File: config.mk
export PLATFORM = sky130hd
export DESIGN_NAME = rx_report_top
export DESIGN_NICKNAME = d
export VERILOG_FILES = /design/src/common/rx_report_pkg.sv /design/src/hw/rx_err_latch.sv /design/src/hw/rx_freq_meter.sv /design/src/hw/rx_report_top.sv
export VERILOG_INCLUDE_DIRS = /design/src /design/src/common
export SDC_FILE = /design/constraint.sdc
export NUM_CORES = 1
export LEC_CHECK = 0
export ABC_AREA = 1
export BUFFER_PORTS_ARGS = -buffer_cell sky130_fd_sc_hd__clkbuf_2
export CAP_MARGIN = 10
export CORE_ASPECT_RATIO = 2
export CORE_UTILIZATION = 60
export CTS_CLUSTER_SIZE = 16
export DETAILED_ROUTE_END_ITERATION = 10
export PLACE_DENSITY = 0.8
export SLEW_MARGIN = 20
export SYNTH_ARGS = -nofsm -noshare
export SYNTH_HDL_FRONTEND = slang
export SYNTH_HIERARCHICAL = 1
export SYNTH_SLANG_ARGS = --single-unit
File: constraint.sdc
create_clock -name I_SYS_CLK -period 2.8 [get_ports I_SYS_CLK]
set_input_delay 0 -clock I_SYS_CLK [delete_from_list [all_inputs] [get_ports I_SYS_CLK]]
set_output_delay 0 -clock I_SYS_CLK [all_outputs]
set_load 0.03 [all_outputs]
File: src/common/rx_report_regs.svh
// Purpose: offsets, field positions, reset values and counts of the
//          error and frequency reporting block
// Assumes: 8-bit register port, byte addresses
// Notes:   definitions only
`ifndef RX_REPORT_REGS_SVH
`define RX_REPORT_REGS_SVH

// register offsets
`define ADDR_STATUS 8'h00
`define ADDR_MASK 8'h04
`define ADDR_INFO 8'h08
`define ADDR_CS_SUB1 8'h0c
`define ADDR_CS_SUB2 8'h10

// status and mask bit positions
`define ST_ERR_RISE 0
`define ST_FREQ_UPD 1
`define ST_UNLOCK 2
`define ST_BLOCK 3
`define ST_WIDTH 4

// reset values
`define MASK_RST 4'h0
`define STATUS_RST 4'h0

// frame and clock counts
`define CLR_MCK_CYCLES 4'h8
`define CBL_HIGH_FRAMES 8'h20
`define BLOCK_FRAMES 8'hc0
`define THIRD_FRAMES 8'h40
`define CS_SHOWN_BITS 8'h06
`define GOOD_WINDOWS 2'h2
`define MCK_PER_FRAME_SHIFT 9
`define REF_NOM_KHZ 6144

// reference edges counted over one third of a block
`define FREQ_MIN 16'h0dac
`define FREQ_96_88 16'h10b5
`define FREQ_88_48 16'h18b5
`define FREQ_48_44 16'h216a
`define FREQ_44_32 16'h296a
`define FREQ_MAX 16'h36b0

`endif

File: src/common/rx_report_pkg.sv
// Purpose: types shared by the reporting block
// Assumes: nothing
// Notes:   codes are the block's own encodings
package rx_report_pkg;

    // frequency code on the freq_code_bits pins
    typedef enum logic [2:0] {
        FREQ_NONE = 3'b000,
        FREQ_96K = 3'b001,
        FREQ_88K2 = 3'b010,
        FREQ_48K = 3'b011,
        FREQ_44K1 = 3'b100,
        FREQ_32K = 3'b101
    } freq_code_t;

    // error code, higher value is higher priority
    typedef enum logic [2:0] {
        ERR_NONE = 3'b000,
        ERR_COND0 = 3'b001,
        ERR_COND1 = 3'b010,
        ERR_COND2 = 3'b011,
        ERR_COND3 = 3'b100,
        ERR_PARITY = 3'b101,
        ERR_BIPHASE = 3'b110,
        ERR_UNLOCK = 3'b111
    } err_code_t;

endpackage

File: src/hw/rx_err_latch.sv
// Purpose: prioritised, latched error code
// Assumes: conditions are levels on the block clock
// Notes:   a condition present during the clear is kept
`include "rx_report_regs.svh"
`timescale 1ns/1ps
`default_nettype none

module rx_err_latch (
    // clock and reset
    input wire logic i_clk,
    input wire logic i_rst_n,
    // control
    input wire logic i_clr,
    input wire logic [6:0] i_cond,
    // code
    output rx_report_pkg::err_code_t o_code
);

    rx_report_pkg::err_code_t code_ff;
    logic [2:0] cur;

    // highest set condition wins
    always_comb begin
        cur = 3'h0;
        for (int i = 0; i < 7; i++) begin
            if (i_cond[i]) begin
                cur = 3'(i + 1);
            end
        end
    end

    // latch keeps the worst since the last clear; set beats clear
    always_ff @(posedge i_clk) begin
        if (!i_rst_n) begin
            code_ff <= rx_report_pkg::ERR_NONE;
        end else if (i_clr) begin
            code_ff <= rx_report_pkg::err_code_t'(cur); // RL5
        end else if (cur > code_ff) begin
            code_ff <= rx_report_pkg::err_code_t'(cur); // RL4
        end
    end

    assign o_code = code_ff;
endmodule
`default_nettype wire

File: src/hw/rx_freq_meter.sv
// Purpose: sample frequency code from reference clock edge counts
// Assumes: reference level already synchronised
// Notes:   one window is a third of a block
`include "rx_report_regs.svh"
`timescale 1ns/1ps
`default_nettype none

module rx_freq_meter (
    // clock and reset
    input wire logic i_clk,
    input wire logic i_rst_n,
    // timing and status
    input wire logic i_ref_level,
    input wire logic i_third_tick,
    input wire logic i_locked,
    // code
    output rx_report_pkg::freq_code_t o_code,
    output logic o_upd
);

    logic ref_d_ff;
    logic [15:0] cnt_ff;
    logic [1:0] good_ff;
    rx_report_pkg::freq_code_t code_ff;
    logic upd_ff;
    rx_report_pkg::freq_code_t meas;
    logic full_ff;

    // map edge count to code
    always_comb begin
        meas = rx_report_pkg::FREQ_NONE;
        if (cnt_ff < `FREQ_MIN || cnt_ff > `FREQ_MAX) meas = rx_report_pkg::FREQ_NONE;
        else if (cnt_ff < `FREQ_96_88) meas = rx_report_pkg::FREQ_96K;
        else if (cnt_ff < `FREQ_88_48) meas = rx_report_pkg::FREQ_88K2;
        else if (cnt_ff < `FREQ_48_44) meas = rx_report_pkg::FREQ_48K;
        else if (cnt_ff < `FREQ_44_32) meas = rx_report_pkg::FREQ_44K1;
        else meas = rx_report_pkg::FREQ_32K;
    end

    // count rising reference edges, saturating
    always_ff @(posedge i_clk) begin
        if (!i_rst_n || i_third_tick) begin
            cnt_ff <= 16'h0000;
            ref_d_ff <= i_rst_n ? i_ref_level : 1'b0;
        end else begin
            ref_d_ff <= i_ref_level;
            if (i_ref_level && !ref_d_ff && cnt_ff != 16'hffff) cnt_ff <= cnt_ff + 16'h0001;
        end
    end

    // update three times a block; needs two good windows in a row
    always_ff @(posedge i_clk) begin
        upd_ff <= 1'b0;
        if (!i_rst_n || !i_locked) begin
            good_ff <= 2'h0; // RL8
            code_ff <= rx_report_pkg::FREQ_NONE; // RL8
            full_ff <= 1'b0;
        end else if (i_third_tick) begin
            upd_ff <= 1'b1; // RL7
            full_ff <= 1'b1;
            // a window cut short by reset or unlock counts too few edges to trust
            if (!full_ff || meas == rx_report_pkg::FREQ_NONE) begin // RL6
                good_ff <= 2'h0;
                code_ff <= rx_report_pkg::FREQ_NONE;
            end else begin
                good_ff <= (good_ff == `GOOD_WINDOWS) ? good_ff : good_ff + 2'h1;
                code_ff <= (good_ff != 2'h0) ? meas : rx_report_pkg::FREQ_NONE; // RL6
            end
        end
    end

    assign o_code = code_ff;
    assign o_upd = upd_ff;
endmodule
`default_nettype wire

File: src/hw/rx_report_top.sv
// Purpose: error and frequency reporting of a biphase audio receiver
// Assumes: receiver core events arrive on I_SYS_CLK; pins are async
// Notes:   status pins are shared between channel status and reports
//
// Notes on behaviour
// RL1: select high routes chosen subframe status
// RL2: select low makes pin the frequency reference
// RL3: error code shown only while select low
// RL4: error code is prioritised and latched
// RL5: select high over eight master clocks clears
// RL6: frequency valid after two thirds block reference
// RL7: frequency updates three times a block
// RL8: frequency invalid while recovery loop unlocked
// RL9: sample flag on parity, biphase or unlock
// RL10: master clock at 256 times sample rate
// RL11: all four format pins high resets
// RL12: select chooses status or reports on pins
// RL13: block start high first four bytes
// RL14: status pins update at block start rise
// RL15: own error priority and frequency code tables
//
// The address map and the address-and-strobe port were left to the implementer.
`include "rx_report_regs.svh"
`timescale 1ns/1ps
`default_nettype none

module rx_report_top (
    // clock and reset
    input wire logic I_SYS_CLK,
    input wire logic I_RST_N,
    // pins from the controller
    input wire logic I_REPORT_SEL,
    input wire logic I_SUBSEL_FREQCLK,
    input wire logic [3:0] I_FORMAT_SELECT_PINS,
    // receiver core events
    input wire logic I_FRAME_TICK,
    input wire logic I_BLOCK_TICK,
    input wire logic I_SUBFRAME_DONE,
    input wire logic I_SUBFRAME_ID,
    input wire logic I_CS_BIT,
    input wire logic I_PARITY_ERR,
    input wire logic I_BIPHASE_ERR,
    input wire logic I_LOCKED,
    input wire logic [3:0] I_ERR_COND,
    // register port
    input wire logic [7:0] I_ADDR,
    input wire logic [7:0] I_WDATA,
    input wire logic I_WR,
    input wire logic I_RD,
    output logic [7:0] O_RDATA,
    // pins to the controller
    output logic [5:0] O_STATUS_PINS,
    output logic O_BLOCK_START,
    output logic O_SAMPLE_ERR,
    output logic O_MCK,
    output logic O_IRQ
);

    // pin synchronisers: [0] select, [1] shared pin, [5:2] format
    logic [5:0] sync1_ff;
    logic [5:0] sync2_ff;
    logic sel_s;
    logic sub_s;
    logic fmt_reset;
    logic rst_n_int;

    always_ff @(posedge I_SYS_CLK) begin
        if (!I_RST_N) begin
            sync1_ff <= 6'h00;
            sync2_ff <= 6'h00;
        end else begin
            sync1_ff <= {I_FORMAT_SELECT_PINS, I_SUBSEL_FREQCLK, I_REPORT_SEL};
            sync2_ff <= sync1_ff;
        end
    end

    assign sel_s = sync2_ff[0];
    assign sub_s = sync2_ff[1];
    // the controller resets us by raising every format pin
    assign fmt_reset = &sync2_ff[5:2]; // RL11
    assign rst_n_int = I_RST_N && !fmt_reset; // RL11

    // frame position inside the block
    logic [7:0] frame_idx_ff;
    logic third_tick;

    always_ff @(posedge I_SYS_CLK) begin
        if (!rst_n_int) begin
            frame_idx_ff <= 8'h00;
        end else if (I_FRAME_TICK) begin
            if (I_BLOCK_TICK || frame_idx_ff == `BLOCK_FRAMES - 8'h01) begin
                frame_idx_ff <= 8'h00;
            end else begin
                frame_idx_ff <= frame_idx_ff + 8'h01;
            end
        end
    end

    // windows start at frames 0, 64 and 128; first one at the boundary
    assign third_tick = I_FRAME_TICK && (I_BLOCK_TICK
        || frame_idx_ff + 8'h01 == `THIRD_FRAMES
        || frame_idx_ff + 8'h01 == `THIRD_FRAMES + `THIRD_FRAMES); // RL7

    // block start indicator: 32 frames high, 160 low
    logic blk_ff;

    always_ff @(posedge I_SYS_CLK) begin
        if (!rst_n_int) begin
            blk_ff <= 1'b0;
        end else if (I_FRAME_TICK) begin
            blk_ff <= I_BLOCK_TICK || (frame_idx_ff + 8'h01 < `CBL_HIGH_FRAMES); // RL13
        end
    end

    assign O_BLOCK_START = blk_ff;

    // channel status capture per subframe, shown from the next block
    logic [5:0] cs_cap_ff [2];
    logic [5:0] cs_shown_ff [2];

    generate
        for (genvar g = 0; g < 2; g++) begin : g_sub
            always_ff @(posedge I_SYS_CLK) begin
                if (!rst_n_int) begin
                    cs_cap_ff[g] <= 6'h00;
                    cs_shown_ff[g] <= 6'h00;
                end else begin
                    if (I_SUBFRAME_DONE && I_SUBFRAME_ID == 1'(g)
                        && frame_idx_ff < `CS_SHOWN_BITS) begin
                        cs_cap_ff[g][frame_idx_ff[2:0]] <= I_CS_BIT;
                    end
                    if (I_FRAME_TICK && I_BLOCK_TICK) begin
                        cs_shown_ff[g] <= cs_cap_ff[g]; // RL14
                    end
                end
            end
        end
    endgenerate

    // master clock: half period is the frame length over 512
    logic [15:0] per_cnt_ff;
    logic [15:0] period_ff;
    logic [15:0] mck_cnt_ff;
    logic mck_ff;
    logic [15:0] mck_half;
    logic mck_toggle;
    logic mck_rise;

    always_ff @(posedge I_SYS_CLK) begin
        if (!rst_n_int) begin
            per_cnt_ff <= 16'h0000;
            period_ff <= 16'h0000;
        end else if (I_FRAME_TICK) begin
            per_cnt_ff <= 16'h0000;
            period_ff <= per_cnt_ff;
        end else if (per_cnt_ff != 16'hffff) begin
            per_cnt_ff <= per_cnt_ff + 16'h0001;
        end
    end

    // never faster than half the system clock; this limits the top rate
    assign mck_half = ((period_ff >> `MCK_PER_FRAME_SHIFT) == 16'h0000) ?
        16'h0001 : (period_ff >> `MCK_PER_FRAME_SHIFT);
    assign mck_toggle = (mck_cnt_ff + 16'h0001 >= mck_half);
    assign mck_rise = mck_toggle && !mck_ff;

    always_ff @(posedge I_SYS_CLK) begin
        if (!rst_n_int) begin
            mck_cnt_ff <= 16'h0000;
            mck_ff <= 1'b0;
        end else if (mck_toggle) begin
            mck_cnt_ff <= 16'h0000;
            mck_ff <= !mck_ff; // RL10
        end else begin
            mck_cnt_ff <= mck_cnt_ff + 16'h0001;
        end
    end

    assign O_MCK = mck_ff;

    // error clear: select high across more than eight master clocks
    logic [3:0] clr_cnt_ff;
    logic err_clr;

    always_ff @(posedge I_SYS_CLK) begin
        if (!rst_n_int || !sel_s) begin
            clr_cnt_ff <= 4'h0;
        end else if (mck_rise && clr_cnt_ff != 4'hf) begin
            clr_cnt_ff <= clr_cnt_ff + 4'h1; // RL5
        end
    end

    assign err_clr = sel_s && mck_rise && clr_cnt_ff == `CLR_MCK_CYCLES; // RL5

    // error latch and frequency meter
    rx_report_pkg::err_code_t err_code;
    rx_report_pkg::freq_code_t freq_code;
    logic freq_upd;
    logic [6:0] err_cond;

    // priority: unlock over biphase over parity over the core's four
    assign err_cond = {!I_LOCKED, I_SUBFRAME_DONE && I_BIPHASE_ERR,
        I_SUBFRAME_DONE && I_PARITY_ERR, I_ERR_COND}; // RL15

    rx_err_latch u_err (
        .i_clk(I_SYS_CLK),
        .i_rst_n(rst_n_int),
        .i_clr(err_clr),
        .i_cond(err_cond),
        .o_code(err_code)
    );

    rx_freq_meter u_freq (
        .i_clk(I_SYS_CLK),
        .i_rst_n(rst_n_int),
        .i_ref_level(sub_s && !sel_s), // RL2
        .i_third_tick(third_tick),
        .i_locked(I_LOCKED),
        .o_code(freq_code),
        .o_upd(freq_upd)
    );

    // shared pins: status of one subframe, or frequency and error codes
    always_ff @(posedge I_SYS_CLK) begin
        if (!rst_n_int) begin
            O_STATUS_PINS <= 6'h00;
        end else if (sel_s) begin
            O_STATUS_PINS <= sub_s ? cs_shown_ff[1] : cs_shown_ff[0]; // RL1 RL12
        end else begin
            O_STATUS_PINS <= {freq_code, err_code}; // RL3 RL12
        end
    end

    // per-sample error flag, forced while unlocked
    always_ff @(posedge I_SYS_CLK) begin
        if (!rst_n_int) begin
            O_SAMPLE_ERR <= 1'b0;
        end else if (!I_LOCKED) begin
            O_SAMPLE_ERR <= 1'b1; // RL9
        end else if (I_SUBFRAME_DONE) begin
            O_SAMPLE_ERR <= I_PARITY_ERR || I_BIPHASE_ERR; // RL9
        end
    end

    // interrupt events; set beats the clearing read
    logic [3:0] status_ff;
    logic [3:0] mask_ff;
    logic [3:0] events;
    logic locked_d_ff;
    rx_report_pkg::err_code_t err_d_ff;

    always_ff @(posedge I_SYS_CLK) begin
        if (!rst_n_int) begin
            locked_d_ff <= 1'b0;
            err_d_ff <= rx_report_pkg::ERR_NONE;
        end else begin
            locked_d_ff <= I_LOCKED;
            err_d_ff <= err_code;
        end
    end

    assign events = {I_FRAME_TICK && I_BLOCK_TICK, locked_d_ff && !I_LOCKED,
        freq_upd, err_code > err_d_ff};

    always_ff @(posedge I_SYS_CLK) begin
        if (!rst_n_int) begin
            status_ff <= `STATUS_RST;
        end else if (I_RD && I_ADDR == `ADDR_STATUS) begin
            status_ff <= events;
        end else begin
            status_ff <= status_ff | events;
        end
    end

    always_ff @(posedge I_SYS_CLK) begin
        if (!rst_n_int) begin
            mask_ff <= `MASK_RST;
        end else if (I_WR && I_ADDR == `ADDR_MASK) begin
            mask_ff <= I_WDATA[`ST_WIDTH-1:0];
        end
    end

    // irq follows status one cycle later, from a flip-flop
    always_ff @(posedge I_SYS_CLK) begin
        if (!rst_n_int) begin
            O_IRQ <= 1'b0;
        end else begin
            O_IRQ <= |(status_ff & mask_ff);
        end
    end

    // read data stands in the cycle after the strobe only
    always_ff @(posedge I_SYS_CLK) begin
        if (!rst_n_int || !I_RD) begin
            O_RDATA <= 8'h00;
        end else begin
            unique case (I_ADDR)
                `ADDR_STATUS: O_RDATA <= {4'h0, status_ff};
                `ADDR_MASK: O_RDATA <= {4'h0, mask_ff};
                `ADDR_INFO: O_RDATA <= {2'h0, freq_code, err_code};
                `ADDR_CS_SUB1: O_RDATA <= {2'h0, cs_shown_ff[0]};
                `ADDR_CS_SUB2: O_RDATA <= {2'h0, cs_shown_ff[1]};
                default: O_RDATA <= 8'h00;
            endcase
        end
    end
endmodule
`default_nettype wire

==> results of run 1 <==
==> placed cells by master (no fill, tap or decap), types with 5 or more instances in the layout <==
cell	n
a211oi_1	5
a21oi_1	62
a21oi_2	5
a31oi_1	5
buf_4	12
clkbuf_16	17
clkbuf_2	49
conb_1	11
dfxtp_1	118
dlygate4sd3_1	26
edfxtp_1	24
ha_1	22
inv_1	171
inv_6	5
nand2_1	201
nand2_2	9
nand3_1	43
nand4_1	21
nor2_1	135
nor2_2	5
nor3_1	22
o21ai_0	40
o22ai_1	9
xnor2_1	8
xor2_1	15
==> repair_timing <==
action | in CTS | in global routing
resized for setup | 1 | 3
setup endpoints to repair | 3 | 9
hold buffers | 26 | 0
hold endpoints to repair | 25 | 0
==> worst paths after layout <==
check | startpoint | end
worst max-delay path | mck_cnt_ff[0]$_SDFF_PP0_ | u_err/o_code[1]$_SDFFE_PN0P_
worst min-delay path | I_ADDR[1] | O_RDATA[5]$_SDFF_PP0_
worst max register to register | mck_cnt_ff[0]$_SDFF_PP0_ | u_err/o_code[1]$_SDFFE_PN0P_
worst min register to register | sync1_ff[1]$_SDFF_PN0_ | sync2_ff[1]$_SDFF_PN0_
==> routing by layer <==
| layer | track usage | part of all wire | up-vias | routed length, microns |
|---|---|---|---|---|
| met2 | 0.562 | 0.57 | 181 | 9660 |
| met4 | 0.164 | 0.045 | 0 | 765 |
| met1 | 0.249 | 0.35 | 3037 | 5960 |
| met5 | 0 | 0 | - | 0 |
| li1 | - | - | 3348 | - |
| met3 | 0.0591 | 0.041 | 49 | 704 |
==> per-stage QoR <==
stage	hold slack (ns)	cells	setup WS [ns]	total power [mW]	util
CTS	0.00426	1245	0.174	4.72	0.726
detailed placement	0.187	1187	0.0231	2.61	0.656
global route	0.0734	1245	0.00857	4.86	0.727
finish	0.0373	1245	0.251	4.70	0.727
global placement	0.180	1187	0.0675	2.59	0.656
floorplan	0.0935	1003	0.237	2.49	-
==> flip-flops by register name, indices dropped and copies added, names as in the netlist, 2 cells and up <==
signal / flops
mck_cnt_ff: 16
per_cnt_ff: 16
u_freq/cnt_ff: 16
cs_cap_ff: 12
cs_shown_ff: 12
frame_idx_ff: 8
period_ff: 7
O_RDATA: 6
O_STATUS_PINS: 6
sync1_ff: 6
sync2_ff: 6
clr_cnt_ff: 4
mask_ff: 4
status_ff: 4
err_d_ff: 3
u_err/o_code: 3
u_freq/o_code: 3
u_freq/good_ff: 2
==> logic make-up (layout without fill, tap and decap cells) <==
kind of cell,count (synthesis),after routing,share of synthesized area
DFF,142,142,0.426
and+or+nand+nor,464,464,0.289
adders and majority gates,22,22,0.0381
AOI/OAI and AO/OA,141,141,0.109
buffers and inverters,198,295,0.107
muxes,1,1,0.00138
other,1,11,0.000519
xor gates and xnor gates,24,24,0.0291
==> area by class of cell <==
cell class	instances	area [sq um]	area share
Inverter	176	663	0.0780
Clock inverter	15	126	0.0149
Timing Repair Buffer	87	596	0.0700
Tap cell	145	181	0.0213
Clock buffer	17	425	0.0500
Sequential cell	142	3080	0.362
Multi-Input combinational cell	663	3430	0.403
==> critical path, delay by kind of cell (launching register included) <==
family                     cells  cell delay [ns]
adders and majority gates      2             0.46
DFF                            1             0.38
and+or+nand+nor               11             1.13
xor gates and xnor gates       1             0.17
buffers and inverters          3             0.22
AOI/OAI and AO/OA              1             0.12
==> where the power goes <==
| part | switching (mW) | total (mW) | leakage, nW | internal (mW) |
|---|---|---|---|---|
| combinational | 0.253 | 0.402 | 2.27 | 0.148 |
| clock | 0.943 | 2.10 | 0.267 | 1.16 |
| sequential | 0.0507 | 2.20 | 1.21 | 2.15 |
==> flow_summary.ini, run 1 <==
[pwr]
power_density_nw_per_um2 = 553
leakage_nw = 3.75
ir_drop_mv = 0.523

[finish]
layout-drive-gt1-share = 0.125
final_area_sq_um = 8510
fillers = 939
area_delta_synth_final_pct = 17.6
fin_nets = 1147
n_antenna_cell = 0

[route]
vias_per_cell = 5.31
wl_mm = 17.1
drtIter0Drc = 352
vias = 6615
drc = 0
drt-pass1-iter-count = 5
wl_per_cell_microns = 13.7
antenna_left = 0

[placed_design]
port-buffer-count = 49
postPlaceCellArea_sq_um = 7670
post-dp-hpwl_mm = 12.3
place_congestion = 0.910

[critical_path]
critPathSlowestCell = dfxtp_1
rrSetupSlack_ns = 0.25
crit_path_frequent_cell = nand2_1
path_max_fanout = 5
crit_path_end_kind = register
critical_path_class = reg2reg
slowest_delay_ns = 0.38
critPathLaunchType = register
reg2reg_depth = 18
cp.arrival_ns = 2.91
cp.required_ns = 3.16
crit_chain = ha_1 > nand2_1 > nor2_2 > xnor2_1 > inv_1 > ha_1 > nand2_1 > inv_1 > nand2_1 > a21oi_1 > nor2_1 > nand3_4 > nand2_1 > nor3_4 > inv_1 > nand3_1 > nand2_1 > nor2_1

[synthesis]
yosysMostFrequentCell = nand2_1
synthTopCellsByArea = dfxtp_1, nand2_1, edfxtp_1
syn_inst = 993
synth_edf_count = 24
yosysWarnings = 6
yosysTopAreaCell = dfxtp_1
yosysTopAreaCellShare = 0.327
ys_ff_latch = 142
synth-async-reset-ratio = 0
synth_cell_types = 50
ys_seq_area_frac = 0.426
syn_area_per_cell_sq_um = 7.28
synthTopCellsByCount = nand2_1, inv_1, nor2_1
syn-cell-area_sq_um = 7230
ys.flop_type = dfxtp_1

[timing]
slew_viol_final = 0
timing.final.crit_share = 0.910
skew_ns = 0.00857
setup-tns-final_ns = 0
max-slew-margin-rel = 0.505
grt_setup_unrepaired = no
period_needed_ns = 2.55
worst_slew_pin_slew_ns = 0.740
finalHoldViolations = 0
setup_viol = 0
max_freq_mhz = 392

[cts]
cts_sinks = 142
clk_path_buf_depth = 2
postCtsSetupBuffers = 0
clk_latency_ns = 0.42
cts_tree = done
cts_root_buf = clkbuf_16
cts_buffers = 17
h-tree-depth = 4
path_clk_slew_ns = 0.06

[global_routing]
grt_first_pass_wirelength_mm = 27.2
grt_start_max_net_pins = 23
grt_usage = 0.284
grt_pass1_vias = 6282
antenna_found_initial = 0
grt_overflow_total = 0

[run_status]
status = complete, no violations

[floorplan]
initial_utilization = 0.618
fp.dieW_microns = 79.6
io_pins = 56
fp.coreArea_sq_um = 11700
rows = 56
dieArea_sq_um = 12500
die_h_microns = 157

[flow_run]
maxCapViolCount = 0

[min_path]
holdCritPathClass = in2reg
min_path_cells = 6
Power figures use the tool's default switching activity.
==> run 2, diff against run 1 <==
CORE_UTILIZATION = 55   (was 60)
PLACE_DENSITY = 0.74   (was 0.8)
==> run 2 against run 1 <==
  * Setup slack worse by 0.040 ns
  * Critical path depth shrank 4
  * Non-clock buffer count rose by 6
  * First-iteration DRC count fell by 18%
  * Wire length down 6.0%
  * Critical endpoint is now u_freq/o_code[0]$_SDFFE_PP0P_
  * Cell area increased by 0.91%
  * Utilization fell by 5.1 points
  * Largest power group unchanged
  * Final cell count is 0.88% higher
  * Clock power rose by 4%
==> flow_summary.ini, run 2 (synthesis gave the netlist of run 1 again) <==
[min_path]
holdCritPathClass = in2reg
worstHoldStart = I_CS_BIT
hold_path_end = cs_cap_ff[0][2]$_DFFE_PP_
min_path_cells = 3

[placed_design]
place_congestion = 0.960
postPlaceCellArea_sq_um = 7690
post-place-ws_ns = 0.00252
post-dp-hpwl_mm = 12.1
placedCellCount = 1193
port-buffer-count = 49

[finish]
n_antenna_cell = 0
reg.largest.list = mck_cnt_ff x16, per_cnt_ff x16, u_freq/cnt_ff x16
layout-drive-gt1-share = 0.127
layout.cells.non_filler = 1256
final_area_sq_um = 8580
final_common_cell = nand2_1
fin_nets = 1153
area_delta_synth_final_pct = 18.7
final_core_util = 0.676
layout_common_cells = nand2_1, inv_1, nor2_1

[timing]
grt_setup_unrepaired = no
max_freq_mhz = 386
max-slew-margin-rel = 0.492
period_needed_ns = 2.59
slew_viol_final = 0
finalHoldViolations = 0
worst_slew_pin_slew_ns = 0.755
timing.final.ws_setup_ns = 0.211
timing.final.crit_share = 0.925
setup-tns-final_ns = 0
skew_ns = 0.00995
setup_viol = 0

[critical_path]
reg2reg_depth = 14
cp.arrival_ns = 2.91
rrSetupSlack_ns = 0.21
path_max_fanout = 6
timing.rr.start = frame_idx_ff[1]$_SDFFE_PN0P_
rr_endpoint = u_freq/o_code[0]$_SDFFE_PP0P_
cp.required_ns = 3.13
critPathLaunchType = register
crit_path_end_kind = register
critical_path_class = reg2reg

[cts]
cts_tree = done
cts_buffers = 17
cts_root_buf = clkbuf_16
cts_sinks = 142
path_clk_slew_ns = 0.06
clk_path_buf_depth = 2
h-tree-depth = 4
clk_latency_ns = 0.41

[floorplan]
rows = 58
fp.dieW_microns = 83.1
io_pins = 56
dieArea_sq_um = 13600
die_h_microns = 164
initial_utilization = 0.569
fp.coreArea_sq_um = 12700

[route]
drtIter0Drc = 288
antenna_left = 0
wl_mm = 16.1
vias = 6438
wl_per_cell_microns = 12.8
drc = 0
vias_per_cell = 5.13
drt-pass1-iter-count = 5

[flow_run]
maxCapViolCount = 0

[pwr]
power_density_nw_per_um2 = 557
ir_drop_mv = 0.477
leakage_nw = 3.80

[global_routing]
grt_usage = 0.244
grt_pass1_vias = 6196
grt_start_max_net_pins = 30
antenna_found_initial = 0
grt_overflow_total = 0
grt_first_pass_wirelength_mm = 26.4

[run_status]
status = complete, no violations
## run 2: cell count changes in the layout (fill, tap and decap cells not counted), sizes merged
cell         before  now
clkbuf           66   67
bufinv            0    1
inv             183  184
dlygate4sd3      26   30
clkinv            6    3
buf              12   14
## run 2: power by group
part	internal (mW)	switching [mW]
sequential	2.15	0.0485
clock	1.26	0.933
combinational	0.149	0.245
total	3.55	1.23
## run 2: worst max-delay path by stage
| stage | startpoint | end | slack [ns] | depth (start not counted) |
|---|---|---|---|---|
| floorplan | frame_idx_ff[1]$_SDFFE_PN0P_ | u_freq/cnt_ff[1]$_SDFFE_PN0P_ | 0.24 | 13 |
| global placement | mck_cnt_ff[0]$_SDFF_PP0_ | u_err/o_code[2]$_SDFFE_PN0P_ | 0.08 | 19 |
| detailed placement | mck_cnt_ff[0]$_SDFF_PP0_ | u_err/o_code[1]$_SDFFE_PN0P_ | 0.003 | 19 |
| CTS | mck_cnt_ff[0]$_SDFF_PP0_ | u_err/o_code[1]$_SDFFE_PN0P_ | 0.17 | 19 |
| global route | frame_idx_ff[0]$_SDFFE_PN0P_ | u_freq/o_code[0]$_SDFFE_PP0P_ | 0.002 | 14 |
| finish | frame_idx_ff[1]$_SDFFE_PN0P_ | u_freq/o_code[0]$_SDFFE_PP0P_ | 0.21 | 14 |
## run 2: repair_timing
item,4_1_cts,5_1_grt
pin swaps,0,3
hold buffers,30,0
endpoints found under the setup margin,3,5
gates resized for setup,1,4
hold endpoints to repair,25,0
setup buffers,0,1
## run 2: layer usage
| layer | global-route usage | vias up | routed length (microns) |
|---|---|---|---|
| li1 | - | 3364 | - |
| met1 | 0.219 | 2903 | 5830 |
| met2 | 0.490 | 128 | 9160 |
| met3 | 0.0432 | 43 | 420 |
| met4 | 0.150 | 0 | 659 |
| met5 | 0 | - | 0 |
## run 2: final cells by class
| type | count | area, sq um |
|---|---|---|
| Fill cell | 1083 | 4120 |
| Sequential cell | 142 | 3090 |
| Multi-Input combinational cell | 663 | 3420 |
| Clock buffer | 18 | 429 |
| Inverter | 176 | 663 |
| Clock inverter | 14 | 146 |
| Tap cell | 150 | 188 |
| Timing Repair Buffer | 93 | 651 |
## run 2: critical path: stages, from the launching register on
cell and delay [ns]:
dfxtp_1 0.34, ha_1 0.18, nand2_1 0.09, inv_1 0.08, nand2_1 0.08, nor2_1 0.17, xor2_1 0.25, o21ai_0 0.12
o31ai_1 0.23, buf_4 0.22, inv_1 0.09, or2_2 0.27, nor2_1 0.15, nand2_1 0.08, a21oi_1 0.15
## run 2: stage by stage
stage	power [mW]	hold slack, ns
floorplan	2.49	0.0935
global placement	2.59	0.180
detailed placement	2.60	0.184
CTS	4.81	0.0493
global route	4.96	0.104
finish	4.78	0.0777
==> run 3, diff against run 2 <==
CELL_PAD_IN_SITES_DETAIL_PLACEMENT = 2   (was not set)
CELL_PAD_IN_SITES_GLOBAL_PLACEMENT = 2   (was not set)
CORE_UTILIZATION = 35   (was 55)
PLACE_DENSITY = not set   (was 0.74)
PLACE_DENSITY_LB_ADDON = 0.1   (was not set)
==> run 3 against run 2 <==
  * Sequential power hardly changed
  * Largest power group is now the clock network
  * Global-route usage is 2.1 points lower
  * Worst hold slack lost 0.027 ns
==> flow_summary.ini, run 3 (synthesis gave the netlist of run 1 again) <==
[min_path]
min_path_cells = 4
holdCritPathClass = in2reg

[critical_path]
slowest_delay_ns = 0.50
crit_path_end_kind = register
reg2reg_depth = 13
cp_num_cells = 13
cp.required_ns = 3.16
path_max_fanout = 9
critPathLaunchType = register
path_delay_family = simple AND/OR/NAND/NOR gates
path_buf_inv = 3
critical_path_class = reg2reg
crit_path_frequent_cell = nand2_1
critPathSlowestCell = dfxtp_1
cp.arrival_ns = 2.98
crit_chain = nand2_1 > inv_1 > nand2_1 > nor2_2 > xor2_1 > o21ai_0 > o31ai_1 > buf_4 > inv_1 > or2_2 > nor2_1 > nand2_1 > a21oi_1

[global_routing]
grt_start_max_net_pins = 24
grt_first_pass_wirelength_mm = 36.9
grt_usage = 0.223
grt_overflow_total = 0
antenna_found_initial = 0
grt_pass1_vias = 7635

[finish]
reg.largest.list = mck_cnt_ff x16, per_cnt_ff x16, u_freq/cnt_ff x16
layout.cells.non_filler = 1372
ff_latch_area_sq_um = 3090
area_delta_synth_final_pct = 22.1
final_area_sq_um = 8830
fillers = 2423
multi_input_area_sq_um = 3460
final_common_cell = nand2_1
n_antenna_cell = 0
layout-drive-gt1-share = 0.139
fin_nets = 1153
layout_common_cells = nand2_1, inv_1, nor2_1
final_core_util = 0.433

[pwr]
leakage_nw = 3.82
p_comb_frac = 0.084
power.share.clock = 0.480
switching_power_mw = 1.24
power_frac_seq = 0.436
power_density_nw_per_um2 = 570
ir_drop_mv = 0.425
intPower_mw = 3.80
swShare = 0.246

[route]
vias = 6806
antenna_left = 0
vias_per_cell = 4.96
drtIter0Drc = 162
drc = 0
wl_per_cell_microns = 16.5
drt-pass1-iter-count = 4
wl_mm = 22.6

[timing]
period_needed_ns = 2.63
max_freq_mhz = 381
max-slew-margin-rel = 0.445
slew_viol_final = 0
setup-tns-final_ns = 0
skew_ns = 0.00722
worst_slew_pin_slew_ns = 0.829
holdWs_ns = 0.0503
timing.final.crit_share = 0.938
finalHoldViolations = 0
setup_viol = 0

[cts]
cts_tree = done
h-tree-depth = 4
cts_buffers = 17
cts_sinks = 142
cts_root_buf = clkbuf_16
clk_latency_ns = 0.44
path_clk_slew_ns = 0.06
clk_path_buf_depth = 2

[floorplan]
rows = 74
io_pins = 56
die_h_microns = 205
fp.coreArea_sq_um = 20400
fp.dieW_microns = 104
initial_utilization = 0.355
dieArea_sq_um = 21300

[flow_run]
maxCapViolCount = 0

[placed_design]
port-buffer-count = 49
post-dp-hpwl_mm = 16.7
postPlaceCellArea_sq_um = 7830
place_congestion = 0.802
placedCellCount = 1309

[run_status]
status = complete, no violations
-- run 3: cell type report --
type                            instances  share of cell area
Inverter                              176              0.0755
Timing Repair Buffer                   92              0.0723
Multi-Input combinational cell        663               0.392
Clock inverter                          6             0.00737
Tap cell                              266              0.0377
Sequential cell                       142               0.349
Clock buffer                           26              0.0649
Timing Repair inverter                  1            0.000567
-- run 3: per-stage QoR --
step	setup slack [ns]	total power, mW
floorplan	0.237	2.49
global placement	0.165	2.62
detailed placement	0.0757	2.64
CTS	0.0125	5.10
global route	-0.00809	5.23
finish	0.174	5.04
-- run 3: what timing repair did --
| action | 4_1_cts | 5_1_grt |
|---|---|---|
| buffers inserted | 0 | 2 |
| hold buffers | 28 | 0 |
| resized for setup | 0 | 16 |
| setup endpoints to repair | 0 | 9 |
| hold endpoints to repair | 29 | 0 |
-- run 3: path summary, 6_finish.rpt --
path                                start                       endpoint  slack, ns
min reg2reg      mck_cnt_ff[0]$_SDFF_PP0_       mck_cnt_ff[0]$_SDFF_PP0_       0.44
max reg2reg  frame_idx_ff[2]$_SDFFE_PN0P_  u_freq/o_code[0]$_SDFFE_PP0P_       0.17
min                             I_ADDR[0]          O_RDATA[3]$_SDFF_PP0_       0.05
max          frame_idx_ff[2]$_SDFFE_PN0P_  u_freq/o_code[0]$_SDFFE_PP0P_       0.17
-- run 3: power by group through the flow --
stage / clock [mW] / combinational, mW / sequential (mW)
after floorplan: 0 / 0.242 / 2.24
after global placement: 0 / 0.381 / 2.24
after detailed placement: 0 / 0.395 / 2.24
after CTS: 2.47 / 0.425 / 2.20
after global routing: 2.55 / 0.477 / 2.21
final: 2.42 / 0.422 / 2.20
-- run 3: worst min-delay path, stage by stage --
cell	delay [ns]
clkbuf_2	0.09
nor4_1	0.08
a211oi_1	0.21
nor2_1	0.06
-- run 3: layer usage --
metal / global-route usage / vias up / share of wire
met3: 0.0336 / 32 / 0.016
met4: 0.0839 / 0 / 0.022
met5: 0 / - / 0
met1: 0.187 / 3347 / 0.34
met2: 0.497 / 67 / 0.62
li1: - / 3360 / -
